### config.mk
export PLATFORM = sky130hd
export DESIGN_NAME = cmpp_policy
export DESIGN_NICKNAME = d
export VERILOG_FILES = /design/src/cmpp_pkg.sv /design/src/cmpp_policy.sv
export VERILOG_INCLUDE_DIRS = /design/src
export SDC_FILE = /design/constraint.sdc
export NUM_CORES = 1
export LEC_CHECK = 0
export ABC_AREA = 0
export BUFFER_PORTS_ARGS = -buffer_cell sky130_fd_sc_hd__buf_4
export CORE_MARGIN = 5
export CORE_UTILIZATION = 47
export DETAILED_ROUTE_END_ITERATION = 6
export GPL_TIMING_DRIVEN = 0
export PLACE_DENSITY_LB_ADDON = 0.3
export REMOVE_ABC_BUFFERS = 1
export SYNTH_ARGS = -nofsm -noshare
export SYNTH_HDL_FRONTEND = slang
export SYNTH_SLANG_ARGS = --single-unit
### constraint.sdc
create_clock -name mclk_i -period 3.3 [get_ports mclk_i]
set_input_delay 0.33 -clock mclk_i [delete_from_list [all_inputs] [get_ports mclk_i]]
set_output_delay 0.33 -clock mclk_i [all_outputs]
set_load 0.005 [all_outputs]
### src/cmpp_defs.svh
// register offsets, field positions, reset values and fixed codes
// assumes inclusion by bare name from the policy module and the top module
`ifndef CMPP_DEFS_SVH
`define CMPP_DEFS_SVH
// ---------------------------------------------------------------
// register byte offsets
// ---------------------------------------------------------------
`define CMPP_OFF_CTRL    12'h000
`define CMPP_OFF_PROT    12'h004
`define CMPP_OFF_EXT     12'h008
`define CMPP_OFF_EVENT   12'h00c
`define CMPP_OFF_STATUS  12'h010
`define CMPP_OFF_REPORT  12'h014
`define CMPP_OFF_SENSE   12'h018
// ---------------------------------------------------------------
// control word fields
// ---------------------------------------------------------------
`define CMPP_QEP_LSB     0
`define CMPP_OWNER_BIT   2
`define CMPP_PAGE_EN_BIT 3
`define CMPP_RUW_BIT     4
`define CMPP_BLR_BIT     5
`define CMPP_ZPCS_BIT    6
`define CMPP_BUSY_LSB    16
// ---------------------------------------------------------------
// policy codes and fixed values
// ---------------------------------------------------------------
`define CMPP_QEP_BLOCK   2'h0
`define CMPP_QEP_ABORT   2'h1
`define CMPP_QEP_RSVD    2'h2
`define CMPP_QEP_OWN     2'h3
`define CMPP_TYPES_REPORT 3'h6
`define CMPP_TYPES_NONE  3'h0
`define CMPP_ST_SAT      16'hffff
`define CMPP_PRIO_NONE   4'h0
`define CMPP_CTRL_RST    7'h00
`define CMPP_EXT_RST     8'h00
`endif

### src/cmpp_pkg.sv
// types shared by the control mode page policy block
// assumes cmpp_defs.svh sits in the include path
`default_nettype none
package cmpp_pkg;
    // ---------------------------------------------------------------
    // task status event from the command core
    // ---------------------------------------------------------------
    typedef struct packed {
        logic       valid;
        logic       check_cond;
        logic       allegiance_clear;
        logic [3:0] initiator;
    } cmpp_event_s;
    // ---------------------------------------------------------------
    // per-command attributes
    // ---------------------------------------------------------------
    typedef struct packed {
        logic valid;
        logic has_prot;
        logic protect_zero;
        logic is_write;
    } cmpp_cmd_s;
    // ---------------------------------------------------------------
    // queue manager state
    // ---------------------------------------------------------------
    typedef enum logic [1:0] {
        CMPP_RUN   = 2'b00,
        CMPP_HOLD  = 2'b01,
        CMPP_ABORT = 2'b11
    } cmpp_state_e;
endpackage
`default_nettype wire

### src/cmpp_policy.sv
// control mode page policy engine with an apb register file
// assumes a same-clock command core feeding events and commands
//
// Behaviour
// - queue policy selects blocked task handling
// - policy 00 holds all queues during allegiance
// - policy 01 aborts all, others get attention
// - policy 11 aborts only failing initiator tasks
// - owner one keeps application tag unmodified
// - owner zero may modify, ignore tag
// - skip bit disables check on zero protect
// - page enable path sources expected tag
// - clear reject bit accepts unprotected writes
// - reject bit fails unprotected writes when formatted
// - report bit returns page, types 110b
// - report bit change raises unit attention
// - busy timeout field is ignored
// - self test time saturates at ffff
// - external timestamp change reads zero
// - standard timestamp precedence reads one
// - implicit access transitions read zero, disabled
// - initial command priority reads zero
// - zero sense limit means the supported maximum applies
// - sense length is lesser of limits
`timescale 1ns/10ps
`default_nettype none
`include "cmpp_defs.svh"
module cmpp_policy #(
    parameter int NUM_INIT = 16,
    parameter logic [7:0] SENSE_SUPPORTED = 8'hfc
) (
    // clock and reset
    input wire logic mclk_i,
    input wire logic arst_n_i,
    // apb slave
    input wire logic psel_i,
    input wire logic penable_i,
    input wire logic pwrite_i,
    input wire logic [11:0] paddr_i,
    input wire logic [31:0] pwdata_i,
    output logic [31:0] prdata_o,
    output logic pready_o,
    output logic pslverr_o,
    // command core
    input wire cmpp_pkg::cmpp_event_s event_i,
    input wire cmpp_pkg::cmpp_cmd_s cmd_i,
    input wire logic [NUM_INIT-1:0] queued_i,
    input wire logic formatted_prot_i,
    input wire logic app_tag_check_support_i,
    input wire logic [31:0] selftest_seconds_i,
    input wire logic [7:0] sense_len_i,
    // policy outputs
    output logic hold_all_o,
    output logic [NUM_INIT-1:0] abort_mask_o,
    output logic [NUM_INIT-1:0] ua_cleared_o,
    output logic ua_blr_o,
    output logic cmd_reject_o,
    output logic cmd_accept_o,
    output logic check_skip_o,
    output logic tag_preserve_o,
    output logic tag_ignore_o,
    output logic tag_from_page_o,
    output logic blr_page_o,
    output logic [2:0] protection_types_field_o,
    output logic [15:0] selftest_time_o,
    output logic [7:0] sense_len_o
);
    // ---------------------------------------------------------------
    // registers
    // ---------------------------------------------------------------
    logic [6:0] ctrl_r;
    logic [7:0] max_sense_r;
    logic [3:0] evt_r;
    cmpp_pkg::cmpp_state_e state_r;
    logic [3:0] allegiance_init_r;
    logic [1:0] queue_error_policy;
    logic app_tag_owner;
    logic app_tag_page_enable;
    logic reject_unprotected_writes;
    logic block_length_report_enable;
    logic zero_protect_check_skip;
    logic wr_en;
    logic [31:0] rd_nxt;
    logic [7:0] sense_cap;
    logic [15:0] st_nxt;
    logic [NUM_INIT-1:0] own_bit;
    logic blr_change;
    logic invalid_policy;
    logic prot_checked;

    assign queue_error_policy = ctrl_r[`CMPP_QEP_LSB +: 2];
    assign app_tag_owner = ctrl_r[`CMPP_OWNER_BIT];
    assign app_tag_page_enable = ctrl_r[`CMPP_PAGE_EN_BIT];
    assign reject_unprotected_writes = ctrl_r[`CMPP_RUW_BIT];
    assign block_length_report_enable = ctrl_r[`CMPP_BLR_BIT];
    assign zero_protect_check_skip = ctrl_r[`CMPP_ZPCS_BIT];
    assign wr_en = psel_i && penable_i && pwrite_i;
    assign own_bit = NUM_INIT'(1) << event_i.initiator;
    assign invalid_policy = (queue_error_policy == `CMPP_QEP_RSVD);
    assign blr_change = wr_en && (paddr_i == `CMPP_OFF_CTRL)
        && (pwdata_i[`CMPP_BLR_BIT] != block_length_report_enable);

    // ---------------------------------------------------------------
    // apb slave: zero wait states on reads and writes alike
    // ---------------------------------------------------------------
    always_ff @(posedge mclk_i or negedge arst_n_i) begin
        if (!arst_n_i) begin
            pready_o <= 1'b0;
        end else begin
            pready_o <= psel_i && !pready_o;
        end
    end

    always_ff @(posedge mclk_i or negedge arst_n_i) begin
        if (!arst_n_i) begin
            ctrl_r <= `CMPP_CTRL_RST;
            max_sense_r <= `CMPP_EXT_RST;
        end else if (wr_en && pready_o) begin
            // busy timeout bits are dropped on purpose
            case (paddr_i)
                `CMPP_OFF_CTRL: begin
                    ctrl_r <= pwdata_i[6:0];
                end
                `CMPP_OFF_SENSE: begin
                    max_sense_r <= pwdata_i[7:0];
                end
                default: begin
                end
            endcase
        end
    end

    always_comb begin
        rd_nxt = 32'h00000000;
        case (paddr_i)
            `CMPP_OFF_CTRL: rd_nxt = {25'h0000000, ctrl_r};
            // ext byte4: external change 0, precedence 1, implicit 0
            `CMPP_OFF_EXT: rd_nxt = {20'h00000, `CMPP_PRIO_NONE,
                8'h02};
            `CMPP_OFF_SENSE: rd_nxt = {24'h000000, max_sense_r};
            `CMPP_OFF_EVENT: rd_nxt = {28'h0000000, evt_r};
            `CMPP_OFF_STATUS: rd_nxt = {25'h0000000, invalid_policy,
                allegiance_init_r, state_r};
            `CMPP_OFF_REPORT: rd_nxt = {13'h0000,
                protection_types_field_o, selftest_time_o};
            default: rd_nxt = 32'h00000000;
        endcase
    end

    always_ff @(posedge mclk_i or negedge arst_n_i) begin
        if (!arst_n_i) begin
            prdata_o <= 32'h00000000;
            pslverr_o <= 1'b0;
        end else if (psel_i && !pready_o) begin
            prdata_o <= rd_nxt;
            pslverr_o <= (paddr_i > `CMPP_OFF_SENSE) || (paddr_i[1:0] != 2'h0);
        end
    end

    // ---------------------------------------------------------------
    // queue error manager
    // ---------------------------------------------------------------
    always_ff @(posedge mclk_i or negedge arst_n_i) begin
        if (!arst_n_i) begin
            state_r <= cmpp_pkg::CMPP_RUN;
            allegiance_init_r <= 4'h0;
            hold_all_o <= 1'b0;
            abort_mask_o <= '0;
            ua_cleared_o <= '0;
        end else begin
            abort_mask_o <= '0;
            ua_cleared_o <= '0;
            case (state_r)
                cmpp_pkg::CMPP_RUN: begin
                    if (event_i.valid && event_i.check_cond) begin
                        allegiance_init_r <= event_i.initiator;
                        case (queue_error_policy)
                            `CMPP_QEP_BLOCK: begin
                                state_r <= cmpp_pkg::CMPP_HOLD;
                                hold_all_o <= 1'b1;
                            end
                            `CMPP_QEP_ABORT: begin
                                state_r <= cmpp_pkg::CMPP_ABORT;
                                abort_mask_o <= {NUM_INIT{1'b1}};
                                ua_cleared_o <= queued_i & ~own_bit;
                            end
                            `CMPP_QEP_OWN: begin
                                abort_mask_o <= own_bit & queued_i;
                            end
                            default: begin
                            end
                        endcase
                    end
                end
                cmpp_pkg::CMPP_HOLD: begin
                    if (event_i.valid && event_i.allegiance_clear) begin
                        state_r <= cmpp_pkg::CMPP_RUN;
                        hold_all_o <= 1'b0;
                    end
                end
                cmpp_pkg::CMPP_ABORT: begin
                    state_r <= cmpp_pkg::CMPP_RUN;
                end
                default: begin
                    state_r <= cmpp_pkg::CMPP_RUN;
                    hold_all_o <= 1'b0;
                end
            endcase
        end
    end

    // ---------------------------------------------------------------
    // sticky events: set wins over software clear
    // ---------------------------------------------------------------
    always_ff @(posedge mclk_i or negedge arst_n_i) begin
        if (!arst_n_i) begin
            evt_r <= 4'h0;
            ua_blr_o <= 1'b0;
        end else begin
            ua_blr_o <= blr_change && pready_o;
            if (wr_en && pready_o && paddr_i == `CMPP_OFF_EVENT) begin
                evt_r <= evt_r & ~pwdata_i[3:0];
            end
            if (blr_change && pready_o) begin
                evt_r[0] <= 1'b1;
            end
            if (cmd_i.valid && cmd_reject_nxt()) begin
                evt_r[1] <= 1'b1;
            end
            if (|abort_mask_o) begin
                evt_r[2] <= 1'b1;
            end
            if (|ua_cleared_o) begin
                evt_r[3] <= 1'b1;
            end
        end
    end

    function automatic logic cmd_reject_nxt();
        return cmd_i.is_write && !cmd_i.has_prot
            && reject_unprotected_writes && formatted_prot_i;
    endfunction

    // ---------------------------------------------------------------
    // protection policy per command
    // ---------------------------------------------------------------
    assign prot_checked = !(zero_protect_check_skip && cmd_i.protect_zero);

    always_ff @(posedge mclk_i or negedge arst_n_i) begin
        if (!arst_n_i) begin
            cmd_reject_o <= 1'b0;
            cmd_accept_o <= 1'b0;
            check_skip_o <= 1'b0;
            tag_preserve_o <= 1'b0;
            tag_ignore_o <= 1'b0;
            tag_from_page_o <= 1'b0;
        end else begin
            cmd_reject_o <= cmd_i.valid && cmd_reject_nxt();
            cmd_accept_o <= cmd_i.valid && !cmd_reject_nxt();
            check_skip_o <= cmd_i.valid && !prot_checked;
            tag_preserve_o <= app_tag_owner;
            tag_ignore_o <= !app_tag_owner;
            tag_from_page_o <= cmd_i.valid && app_tag_page_enable
                && app_tag_owner && prot_checked
                && app_tag_check_support_i;
        end
    end

    // ---------------------------------------------------------------
    // reported fields
    // ---------------------------------------------------------------
    assign st_nxt = (selftest_seconds_i > 32'h0000ffff) ? `CMPP_ST_SAT
        : selftest_seconds_i[15:0];
    assign sense_cap = (max_sense_r == 8'h00 ||
        max_sense_r > SENSE_SUPPORTED) ? SENSE_SUPPORTED
        : max_sense_r;

    always_ff @(posedge mclk_i or negedge arst_n_i) begin
        if (!arst_n_i) begin
            blr_page_o <= 1'b0;
            protection_types_field_o <= `CMPP_TYPES_NONE;
            selftest_time_o <= 16'h0000;
            sense_len_o <= 8'h00;
        end else begin
            blr_page_o <= block_length_report_enable;
            protection_types_field_o <= block_length_report_enable
                ? `CMPP_TYPES_REPORT : `CMPP_TYPES_NONE;
            selftest_time_o <= st_nxt;
            sense_len_o <= (sense_len_i > sense_cap) ? sense_cap
                : sense_len_i;
        end
    end
endmodule
`default_nettype wire

# Word level (Yosys, flattened, before mapping)
# Index checks and enable logic that the tools add are counted.
[totals]
reg_bits = 127
in_bits = 118
output_inout_bits = 102
elab_cells = 119
[op_classes]
n_lt_le_gt_ge = 4
eq_ne = 15
shift = 1
n_mux = 24
bitwise_logic = 6
n_reduce_logical = 44
[op_table]
columns = ["operator", "count"]
rows = [
  ["19-bit case mux with 6 select lines", 1],
  ["16-bit two-way mux", 6],
  ["12-bit by 5-bit == test with 1-bit output (second input constant)", 3],
  ["16-bit AND", 2],
  ["32-bit by 16-bit greater-than comparator with 1-bit output (second input constant)", 1],
  ["16-bit case mux with 2 select lines", 1],
  ["16-bit OR reduction", 2],
  ["12-bit by 4-bit == test with 1-bit output (second input constant)", 2],
  ["1-bit logical AND", 21],
  ["8-bit two-way mux", 2],
  ["16-bit inverter", 1],
  ["1-bit by 4-bit left shift with 16-bit output (first input constant)", 1],
  ["12-bit by 5-bit greater-than comparator with 1-bit output (second input constant)", 1],
  ["12-bit logical NOT", 1],
  ["2-bit nonzero test", 5],
  ["8-bit greater-than comparator", 1],
  ["8-bit greater-than comparator (second input constant)", 1],
  ["8-bit logical NOT", 1],
  ["2-bit case mux with 2 select lines", 2],
  ["1-bit two-way mux", 7],
  ["2-bit == test (second input constant)", 3],
  ["2-bit AND reduction", 3],
  ["1-bit logical NOT", 5],
  ["4-bit AND", 1],
  ["other kinds (15)", 20],
]

# Logic depth before layout (Yosys ltp)
# Gate-level depths: netlist (run 1).
[logic_depth]
ltp_word = 6
mapped_depth = 9
mapped_depth_nobuf = 9

# Least setup slack after synthesis (run 1)
# OpenSTA, ideal clock, no wires.
[synth_timing]
path_kind = "reg2reg"
startpoint = "register max_sense_r[2]"
endpoint = "register sense_len_o[0]"
setup_ps = 125
arrival_time_ps = 2349
t_required_ps = 3175
slack_ps = 826
stages_incl_launch_ff = 9
path_buffers = 0
synth_period_minus_slack_ps = 2474
path_cell_list = "dfrtp_1 nor4_1 a21o_1 nor2_1 ha_1 a211oi_1 nor2_1 o31ai_4 mux2_2"
[synth_via]
elab_chain_cells = 5
word_cells_on_any_way = 6
classes_between = "order compare (2); mux (2); reduce/logical (2)"
[synth_lines]
columns = ["element", "line", "text"]
rows = [
  ["start, declared", "cmpp_policy.sv:72", "logic [7:0] max_sense_r;"],
  ["start signal, assigned", "cmpp_policy.sv:117", "max_sense_r <= `CMPP_EXT_RST;"],
  ["start signal, assigned", "cmpp_policy.sv:125", "max_sense_r <= pwdata_i[7:0];"],
  ["8-bit greater-than comparator / 8-bit logical NOT (equally long branches)", "cmpp_policy.sv:275, cmpp_policy.sv:274", ""],
  ["1-bit logical OR", "cmpp_policy.sv:274", "assign sense_cap = (max_sense_r == 8'h00 ||"],
  ["8-bit two-way mux *", "cmpp_policy.sv:275", "max_sense_r > SENSE_SUPPORTED) ? SENSE_SUPPORTED"],
  ["8-bit greater-than comparator", "cmpp_policy.sv:289", "sense_len_o <= (sense_len_i > sense_cap) ? sense_cap"],
  ["8-bit two-way mux *", "cmpp_policy.sv:289", ""],
  ["end signal, assigned", "cmpp_policy.sv:289", ""],
  ["end, declared", "cmpp_policy.sv:66", "output logic [7:0] sense_len_o"],
]
# Mark *: on every way between the ends. The rest lies on a longest branch, timed or not.
# A chain may end at the register's enable or synchronous reset.

# Worst setup path after layout (run 1)
[layout_timing]
startpoint = "register state_r[0]"
endpoint = "register ua_cleared_o[10]"
[layout_via]
elab_chain_cells = 2
[layout_lines]
columns = ["element", "line", "text"]
rows = [
  ["start, declared", "cmpp_policy.sv:74", "cmpp_pkg::cmpp_state_e state_r;"],
  ["start signal, assigned", "cmpp_policy.sv:165", "state_r <= cmpp_pkg::CMPP_RUN;"],
  ["start signal, assigned", "cmpp_policy.sv:179", "state_r <= cmpp_pkg::CMPP_HOLD;"],
  ["start signal, assigned", "cmpp_policy.sv:183", "state_r <= cmpp_pkg::CMPP_ABORT;"],
  ["2-bit logical NOT", "cmpp_policy.sv:173", "case (state_r)"],
  ["16-bit two-way mux", "cmpp_policy.sv:173", ""],
  ["end signal, assigned", "cmpp_policy.sv:185", "ua_cleared_o <= queued_i & ~own_bit;"],
  ["end, declared", "cmpp_policy.sv:55", "output logic [NUM_INIT-1:0] ua_cleared_o,"],
]
# Every way passes these cells.

==> out/metrics.csv, run 1 <==
stage,metric,value,unit
routing,DR pass1 iterations,4,
routing,detailed-route via count,3990,
cells_and_area,Layout area overhead,33.4,%
synth,Synth top area share,56.0,%
clock_tree,clock sinks,109,
cells_and_area,Post-layout nets,727,
pwr,total power,2.55,mW
clock_tree,H-tree depth,3,
sta,Slew HR,7.42,%
clock_tree,Longest Clk Path Bufs,2,
global_route,initial antenna violation count,0,
hold_path,Worst Hold Launch,cmd_i[1],
global_route,vias in the first global route,3993,
pwr,Worst VDD drop,0.259,mV
placement,I/O Buffers,180,
synth,Post-synth top flop,dfrtp_1,
synth,Cells after Synth,429,
job,Max Cap Viol,0,
worst_setup_path,reg2reg end,ua_cleared_o[10]$_DFF_PN0_,
pwr,Lkg Pwr,3.32,nW
synth,async set or reset register ratio after synthesis,100,%
pwr,Comb pwr share,10.2,%
synth,leading area contributor after synthesis,dfrtp_1,
routing,remaining routing DRC violations,0,
pwr,Clock power frac,35.6,%
worst_setup_path,Worst setup EP type,register,
clock_tree,CTS buffer count,9,
placement,GP Congestion,0.877,
floorplan,Die Ht,112,µm
floorplan,Die Footprint,0.0125,mm²
sta,fin crit share,91.0,%
sta,fmax,333,MHz
worst_setup_path,worst reg2reg startpoint,state_r[0]$_DFFE_PN0P_,
routing,final WL,13000,µm
floorplan,num ports,220,
clock_tree,Skew-Pair Late Insertion Delay,0.37,ns
sta,Fin Hold WS,0.138,ns
clock_tree,clock-pin slew on the worst setup and hold paths,0.09,ns
clock_tree,# resized after CTS,0,
worst_setup_path,WP data arrival,3.30,ns
floorplan,initial core utilization,47.6,%
floorplan,die width,112,µm
synth,Syn Area/Cell,11.3,µm²
pwr,PD cells,393,mW/mm²
pwr,internal power,1.96,mW
worst_setup_path,FF-to-FF setup slack,0.30,ns
synth,Cell variety after synth,52,
sta,Finish-stage setup viols,0,
routing,post-route ant nets,0,
sta,RSZ-0062 raised after global routing,false,
cells_and_area,antenna cells,0,
sta,Tmin final,3.00,ns
synth,Synth area leaders,"dfrtp_1 (56%), mux2_2 (3.0%), buf_4 (2.8%)",
worst_setup_path,startpoint types,register,
outcome,status,finished clean,
pwr,Flop pwr share,54.2,%
global_route,GRT overflow,0,
hold_path,WHS Endpoint,tag_from_page_o$_DFF_PN0_,
hold_path,Worst Hold Depth,2,
floorplan,Rows,37,
sta,Final TNS setup,0,ns
synth,Ys Warns,0,
worst_setup_path,CP required,3.59,ns
synth,"Seq/Total Area, Yosys",56.0,%
sta,skew final,0.0114,ns
global_route,largest net degree at the start of global routing,110,
floorplan,Core ar.,0.0102,mm²
placement,cell total after placement,724,
routing,initial DRC count,169,
sta,Max Slew Vio Count,0,
worst_setup_path,CP max FO,23,
clock_tree,CTS tree,yes,
sta,Fin. Hold Viols,0,
cells_and_area,final cell count without fillers,742,
synth,#FFs+latches synth,109,
routing,vias per inst,5.38,
synth,mapped cell area,0.00487,mm²
placement,post-DP HPWL,10000,µm
global_route,first-pass GRT wire length,20600,µm
clock_tree,root buffer cell,clkbuf_8,
worst_setup_path,R2R depth,5,
pwr,Switch Pwr,0.597,mW
worst_setup_path,crit path kind,reg -> reg,
global_route,GRT Total Usage,20.5,%
pwr,switch share,23.4,%
routing,drt wl/cell,17.5,µm
cells_and_area,share of cells above drive strength 1,41.3,%
sta,Slew @ Worst Pin,1.38,ns
hold_path,Hold/Removal Path Class,in -> reg,
synth,Post-synth EDFFs,0,
## critical path, cell delays in order, from the launching register on
cell      delay, ns
dfrtp_1        0.44
nand3b_1       0.20
nor2_1         0.37
nand2_1        0.41
nor2_1         1.16
o311a_1        0.36
## how the worst max path moves through the flow
stage                                          start                          to  slack (ns)  depth (start not counted)
final                         state_r[0]$_DFFE_PN0P_  ua_cleared_o[10]$_DFF_PN0_        0.30                          5
after global routing          state_r[0]$_DFFE_PN0P_  ua_cleared_o[14]$_DFF_PN0_        0.06                          5
after CTS                     state_r[0]$_DFFE_PN0P_  ua_cleared_o[10]$_DFF_PN0_        0.38                          5
after detailed placement      state_r[0]$_DFFE_PN0P_  ua_cleared_o[10]$_DFF_PN0_        0.40                          5
after global placement        state_r[0]$_DFFE_PN0P_  ua_cleared_o[10]$_DFF_PN0_        0.52                          5
after floorplan           max_sense_r[2]$_DFFE_PN0P_    sense_len_o[0]$_DFF_PN0_        0.83                          8
## logic make-up after synthesis
logic type      Yosys count  synth area share [%]
flops                   109                  56.0
xor+xnor                  1                 0.180
other cells               1                0.0770
fa+ha+maj                 8                  2.06
compound gates           79                  11.6
mux                      33                  7.84
buf+inv                  49                  5.60
simple gates            149                  16.7
## layout by cell type (no fill, tap or decap), types with 2 or more instances in the layout
| cell type | n |
|---|---|
| buf_4 | 179 |
| dfrtp_1 | 109 |
| nor2_1 | 34 |
| nand2_1 | 26 |
| a21oi_1 | 20 |
| or2_2 | 17 |
| conb_1 | 15 |
| nor4_1 | 14 |
| inv_1 | 13 |
| mux2i_1 | 13 |
| mux2_2 | 13 |
| nand3_1 | 12 |
| and3_1 | 11 |
| o21ai_0 | 11 |
| clkbuf_8 | 10 |
| a22o_1 | 9 |
| a31o_2 | 8 |
| ha_1 | 8 |
| nand4_1 | 7 |
| mux2_4 | 7 |
| o311a_1 | 6 |
| a21o_1 | 5 |
| nand2b_1 | 5 |
| nor2b_1 | 4 |
| o22ai_1 | 4 |
| o211ai_1 | 3 |
| nor3_1 | 3 |
| and4_1 | 3 |
| a31oi_1 | 3 |
| a22oi_1 | 3 |
| inv_6 | 3 |
| and2_1 | 2 |
| nor3b_1 | 2 |
| a2bb2oi_1 | 2 |
| bufinv_16 | 2 |
## per-stage QoR
step	cell area, µm²	worst slack (ns)	utilization (%)
2_1_floorplan	4700	0.826	-
4_1_cts	6450	0.385	63.1
6_report	6490	0.296	63.5
5_1_grt	6490	0.0580	63.5
3_5_place_dp	6220	0.405	60.8
3_3_place_gp	6220	0.522	60.8
## metal layers
layer | share of wire [%] | global-route usage (%) | wire, µm
met1 | 39 | 26.2 | 5020
met2 | 51 | 34.3 | 6570
met3 | 8.6 | 5.33 | 1120
met4 | 2.2 | 6.57 | 287
met5 | 0 | 0 | 0
## repair_timing
item	4_1_cts	5_1_grt
hold buffers	0	1
setup buffers	0	0
endpoints found under the hold margin	0	3
## synthesized netlist by cell type (all sizes together) (2+ instances only)
master / n
a21o: 5
a21oi: 20
a22o: 9
a22oi: 3
a2bb2oi: 2
a31o: 8
a31oi: 3
and2: 3
and3: 11
and4: 3
buf: 24
clkbuf: 11
dfrtp: 109
ha: 8
inv: 13
mux2: 20
mux2i: 13
nand2: 26
nand2b: 5
nand3: 12
nand3b: 2
nand4: 7
nor2: 34
nor2b: 4
nor3: 4
nor3b: 3
nor4: 14
o211ai: 3
o21ai: 11
o22ai: 4
o311a: 6
o31ai: 2
or2: 18
## area by class of cell
class	instances	area (µm²)
Fill cell	840	3740
Sequential cell	109	2730
Multi-Input combinational cell	285	1920
Timing Repair Buffer	182	1390
Tap cell	136	170
Clock buffer	10	138
Clock inverter	6	91.3
Inverter	14	52.6
## sequential cells by signal, indices dropped and copies added (netlist names)
register and count:
ctrl_r 7, prdata_o 17, ua_cleared_o 16, abort_mask_o 16, selftest_time_o 16, check_skip_o 1, allegiance_init_r 4, sense_len_o 8
hold_all_o 1, max_sense_r 8, tag_preserve_o 1, protection_types_field_o 1, pslverr_o 1, cmd_reject_o 1, pready_o 1, ua_blr_o 1
cmd_accept_o 1, evt_r 4, state_r 2, tag_ignore_o 1, tag_from_page_o 1
## power groups by stage
| stage | Clock (mW) | Combinational, mW | Sequential (mW) |
|---|---|---|---|
| after floorplan | 0 | 0.0835 | 1.41 |
| after global placement | 0 | 0.247 | 1.41 |
| after detailed placement | 0 | 0.254 | 1.41 |
| after CTS | 0.927 | 0.256 | 1.38 |
| after global routing | 0.979 | 0.288 | 1.39 |
| final | 0.910 | 0.260 | 1.38 |
Note: power is estimated with default switching activity, not from simulation.
==> run 2: changes to the inputs <==
--- a/config.mk
+++ b/config.mk
@@ -12,7 +12,7 @@
 export CORE_UTILIZATION = 47
 export DETAILED_ROUTE_END_ITERATION = 6
 export GPL_TIMING_DRIVEN = 0
-export PLACE_DENSITY_LB_ADDON = 0.3
+export PLACE_DENSITY = 0.8
 export REMOVE_ABC_BUFFERS = 1
 export SYNTH_ARGS = -nofsm -noshare
 export SYNTH_HDL_FRONTEND = slang
==> run 2 against run 1 <==
Register-to-register slack improved by 0.27 ns. Hold slack worse by 0.0029 ns. Sequential share of layout area is 0.30 points higher. Sequential power barely moved. Fmax is 9.7% higher. Largest power group unchanged. Power shrank 5.7%. Setup slack improved by 0.27 ns. Global-route usage down 0.16 points. Sequential cell count unchanged. Via count shrank 1.2%. First-iteration DRC count is 40% higher. Non-clock buffer count unchanged.
==> out/metrics.csv, run 2 (same netlist as run 1, synthesis figures left out) <==
stage,metric,value,unit
hold_path,Worst Hold Depth,2,
job,Max Cap Viol,0,
pwr,PD cells,373,mW/mm²
cells_and_area,post-route cell area,0.00645,mm²
routing,final WL,12900,µm
pwr,internal power,1.79,mW
sta,Slew @ Worst Pin,0.884,ns
cells_and_area,Layout area overhead,32.4,%
global_route,first-pass GRT wire length,20500,µm
cells_and_area,Register Area,0.00273,mm²
floorplan,initial core utilization,47.6,%
sta,skew final,0.0165,ns
sta,Final TNS setup,0,ns
floorplan,Die Ht,112,µm
clock_tree,Longest Clk Path Bufs,2,
pwr,Clock power frac,31.8,%
cells_and_area,Post-layout nets,727,
floorplan,Core ar.,0.0102,mm²
sta,fin crit share,82.9,%
pwr,Flop pwr share,57.5,%
sta,fmax,365,MHz
cells_and_area,final core utilization,63.0,%
pwr,Worst VDD drop,0.222,mV
worst_setup_path,startpoint types,register,
routing,detailed-route via count,3943,
worst_setup_path,CP required,3.57,ns
floorplan,Rows,37,
sta,Max Slew Vio Count,0,
placement,I/O Buffers,180,
cells_and_area,max FFs per register,17,
worst_setup_path,CP max stage cell,o31ai_4,
floorplan,Die Footprint,0.0125,mm²
worst_setup_path,reg2reg end,sense_len_o[0]$_DFF_PN0_,
routing,post-route ant nets,0,
clock_tree,Skew-Pair Late Insertion Delay,0.38,ns
clock_tree,CTS buffer count,9,
worst_setup_path,worst reg2reg startpoint,max_sense_r[1]$_DFFE_PN0P_,
cells_and_area,"commonest non-fill, non-tap cell in the layout",buf_4,
routing,initial DRC count,236,
global_route,initial antenna violation count,0,
worst_setup_path,crit path kind,reg -> reg,
pwr,Lkg Pwr,3.30,nW
global_route,GRT overflow,0,
worst_setup_path,Worst setup EP type,register,
placement,post-DP HPWL,9890,µm
sta,RSZ-0062 raised after global routing,false,
global_route,GRT Total Usage,20.4,%
cells_and_area,share of cells above drive strength 1,41.4,%
sta,Finish-stage setup viols,0,
floorplan,die width,112,µm
routing,DR pass1 iterations,4,
routing,vias per inst,5.31,
pwr,Switch Pwr,0.618,mW
placement,placed inst area,0.00622,mm²
hold_path,WHS Endpoint,tag_from_page_o$_DFF_PN0_,
clock_tree,root buffer cell,clkbuf_8,
worst_setup_path,most numerous cell on the critical path,nor2_1,
worst_setup_path,FF-to-FF setup slack,0.56,ns
worst_setup_path,R2R depth,8,
pwr,Comb pwr share,10.7,%
cells_and_area,fillcell total,807,
worst_setup_path,max incr delay on CP,0.50,ns
routing,drt wl/cell,17.4,µm
outcome,status,finished clean,
cells_and_area,"commonest non-fill, non-tap cells in the layout","buf_4 (179), dfrtp_1 (109), nor2_1 (33), nand2_1 (26), a21oi_1 (20)",
clock_tree,CTS tree,yes,
worst_setup_path,CP max FO,8,
sta,Fin. Hold Viols,0,
sta,Slew HR,41.0,%
hold_path,Worst Hold Launch,cmd_i[1],
hold_path,Hold/Removal Path Class,in -> reg,
clock_tree,H-tree depth,3,
floorplan,num ports,220,
clock_tree,"Setup Fix Bufs, Post-CTS",0,
worst_setup_path,crit-path cells,nor4_1 > a21o_1 > nor2_1 > ha_1 > a211oi_1 > nor2_1 > o31ai_4 > mux2_2,
pwr,switch share,25.7,%
routing,remaining routing DRC violations,0,
placement,GP Congestion,0.920,
global_route,largest net degree at the start of global routing,110,
worst_setup_path,WP data arrival,3.00,ns
cells_and_area,Largest Register,prdata_o,
clock_tree,clock-pin slew on the worst setup and hold paths,0.10,ns
global_route,vias in the first global route,4015,
cells_and_area,antenna cells,0,
cells_and_area,multi-input logic area,0.00192,mm²
sta,Tmin final,2.74,ns
clock_tree,clock sinks,109,
-- run 2: layout make-up --
class / count / area share [%]
repair buffers: 182 / 21.6
clock inverters: 7 / 0.873
clock buffers: 9 / 1.92
inverters: 14 / 0.815
flip-flops and latches: 109 / 42.3
well taps: 136 / 2.64
multi-input cells: 285 / 29.8
-- run 2: how the worst max path moves through the flow --
stage	from	depth (start not counted)	slack [ns]	end
floorplan	max_sense_r[2]$_DFFE_PN0P_	8	0.83	sense_len_o[0]$_DFF_PN0_
global placement	state_r[0]$_DFFE_PN0P_	5	0.53	ua_cleared_o[10]$_DFF_PN0_
detailed placement	state_r[0]$_DFFE_PN0P_	5	0.41	ua_cleared_o[10]$_DFF_PN0_
CTS	state_r[0]$_DFFE_PN0P_	5	0.38	ua_cleared_o[10]$_DFF_PN0_
global route	max_sense_r[1]$_DFFE_PN0P_	8	0.36	sense_len_o[0]$_DFF_PN0_
finish	max_sense_r[1]$_DFFE_PN0P_	8	0.56	sense_len_o[0]$_DFF_PN0_
-- run 2: stage by stage --
step           setup WS (ns)  cells  power (mW)  hold WS [ns]
3_3_place_gp           0.527    724        1.66         0.453
4_1_cts                0.382    740        2.41         0.126
3_5_place_dp           0.407    724        1.66         0.458
5_1_grt                0.359    742        2.51         0.122
6_report               0.563    742        2.41         0.135
2_1_floorplan          0.826    408        1.49        0.0344
-- run 2: per-layer routing --
metal,routed length [µm],part of all wire (%),up-vias,track usage [%]
met4,313,2.4,0,8.35
met1,5350,41,1923,26.1
met3,920,7.1,26,4.84
met5,0,0,-,0
met2,6330,49,152,33.3
li1,-,-,1842,-
-- run 2: power by group through the flow --
stage / sequential [mW] / clock, mW / combinational (mW)
2_1_floorplan: 1.41 / 0 / 0.0835
3_3_place_gp: 1.41 / 0 / 0.246
3_5_place_dp: 1.41 / 0 / 0.252
4_1_cts: 1.38 / 0.776 / 0.253
5_1_grt: 1.39 / 0.833 / 0.286
6_report: 1.38 / 0.764 / 0.258
-- run 2: timing repair --
item,4_1_cts,5_1_grt
resized for setup,0,0
hold buffers,0,1
endpoints found under the hold margin,0,12
-- run 2: critical path, delay by kind of cell (launching register included) --
kind | cells | cell delay [ns]
AO/OA/AOI/OAI | 3 | 1.00
AND/OR/NAND/NOR | 3 | 0.51
flip-flops | 1 | 0.45
multiplexers | 1 | 0.39
adder cells (fa/ha/maj) | 1 | 0.29
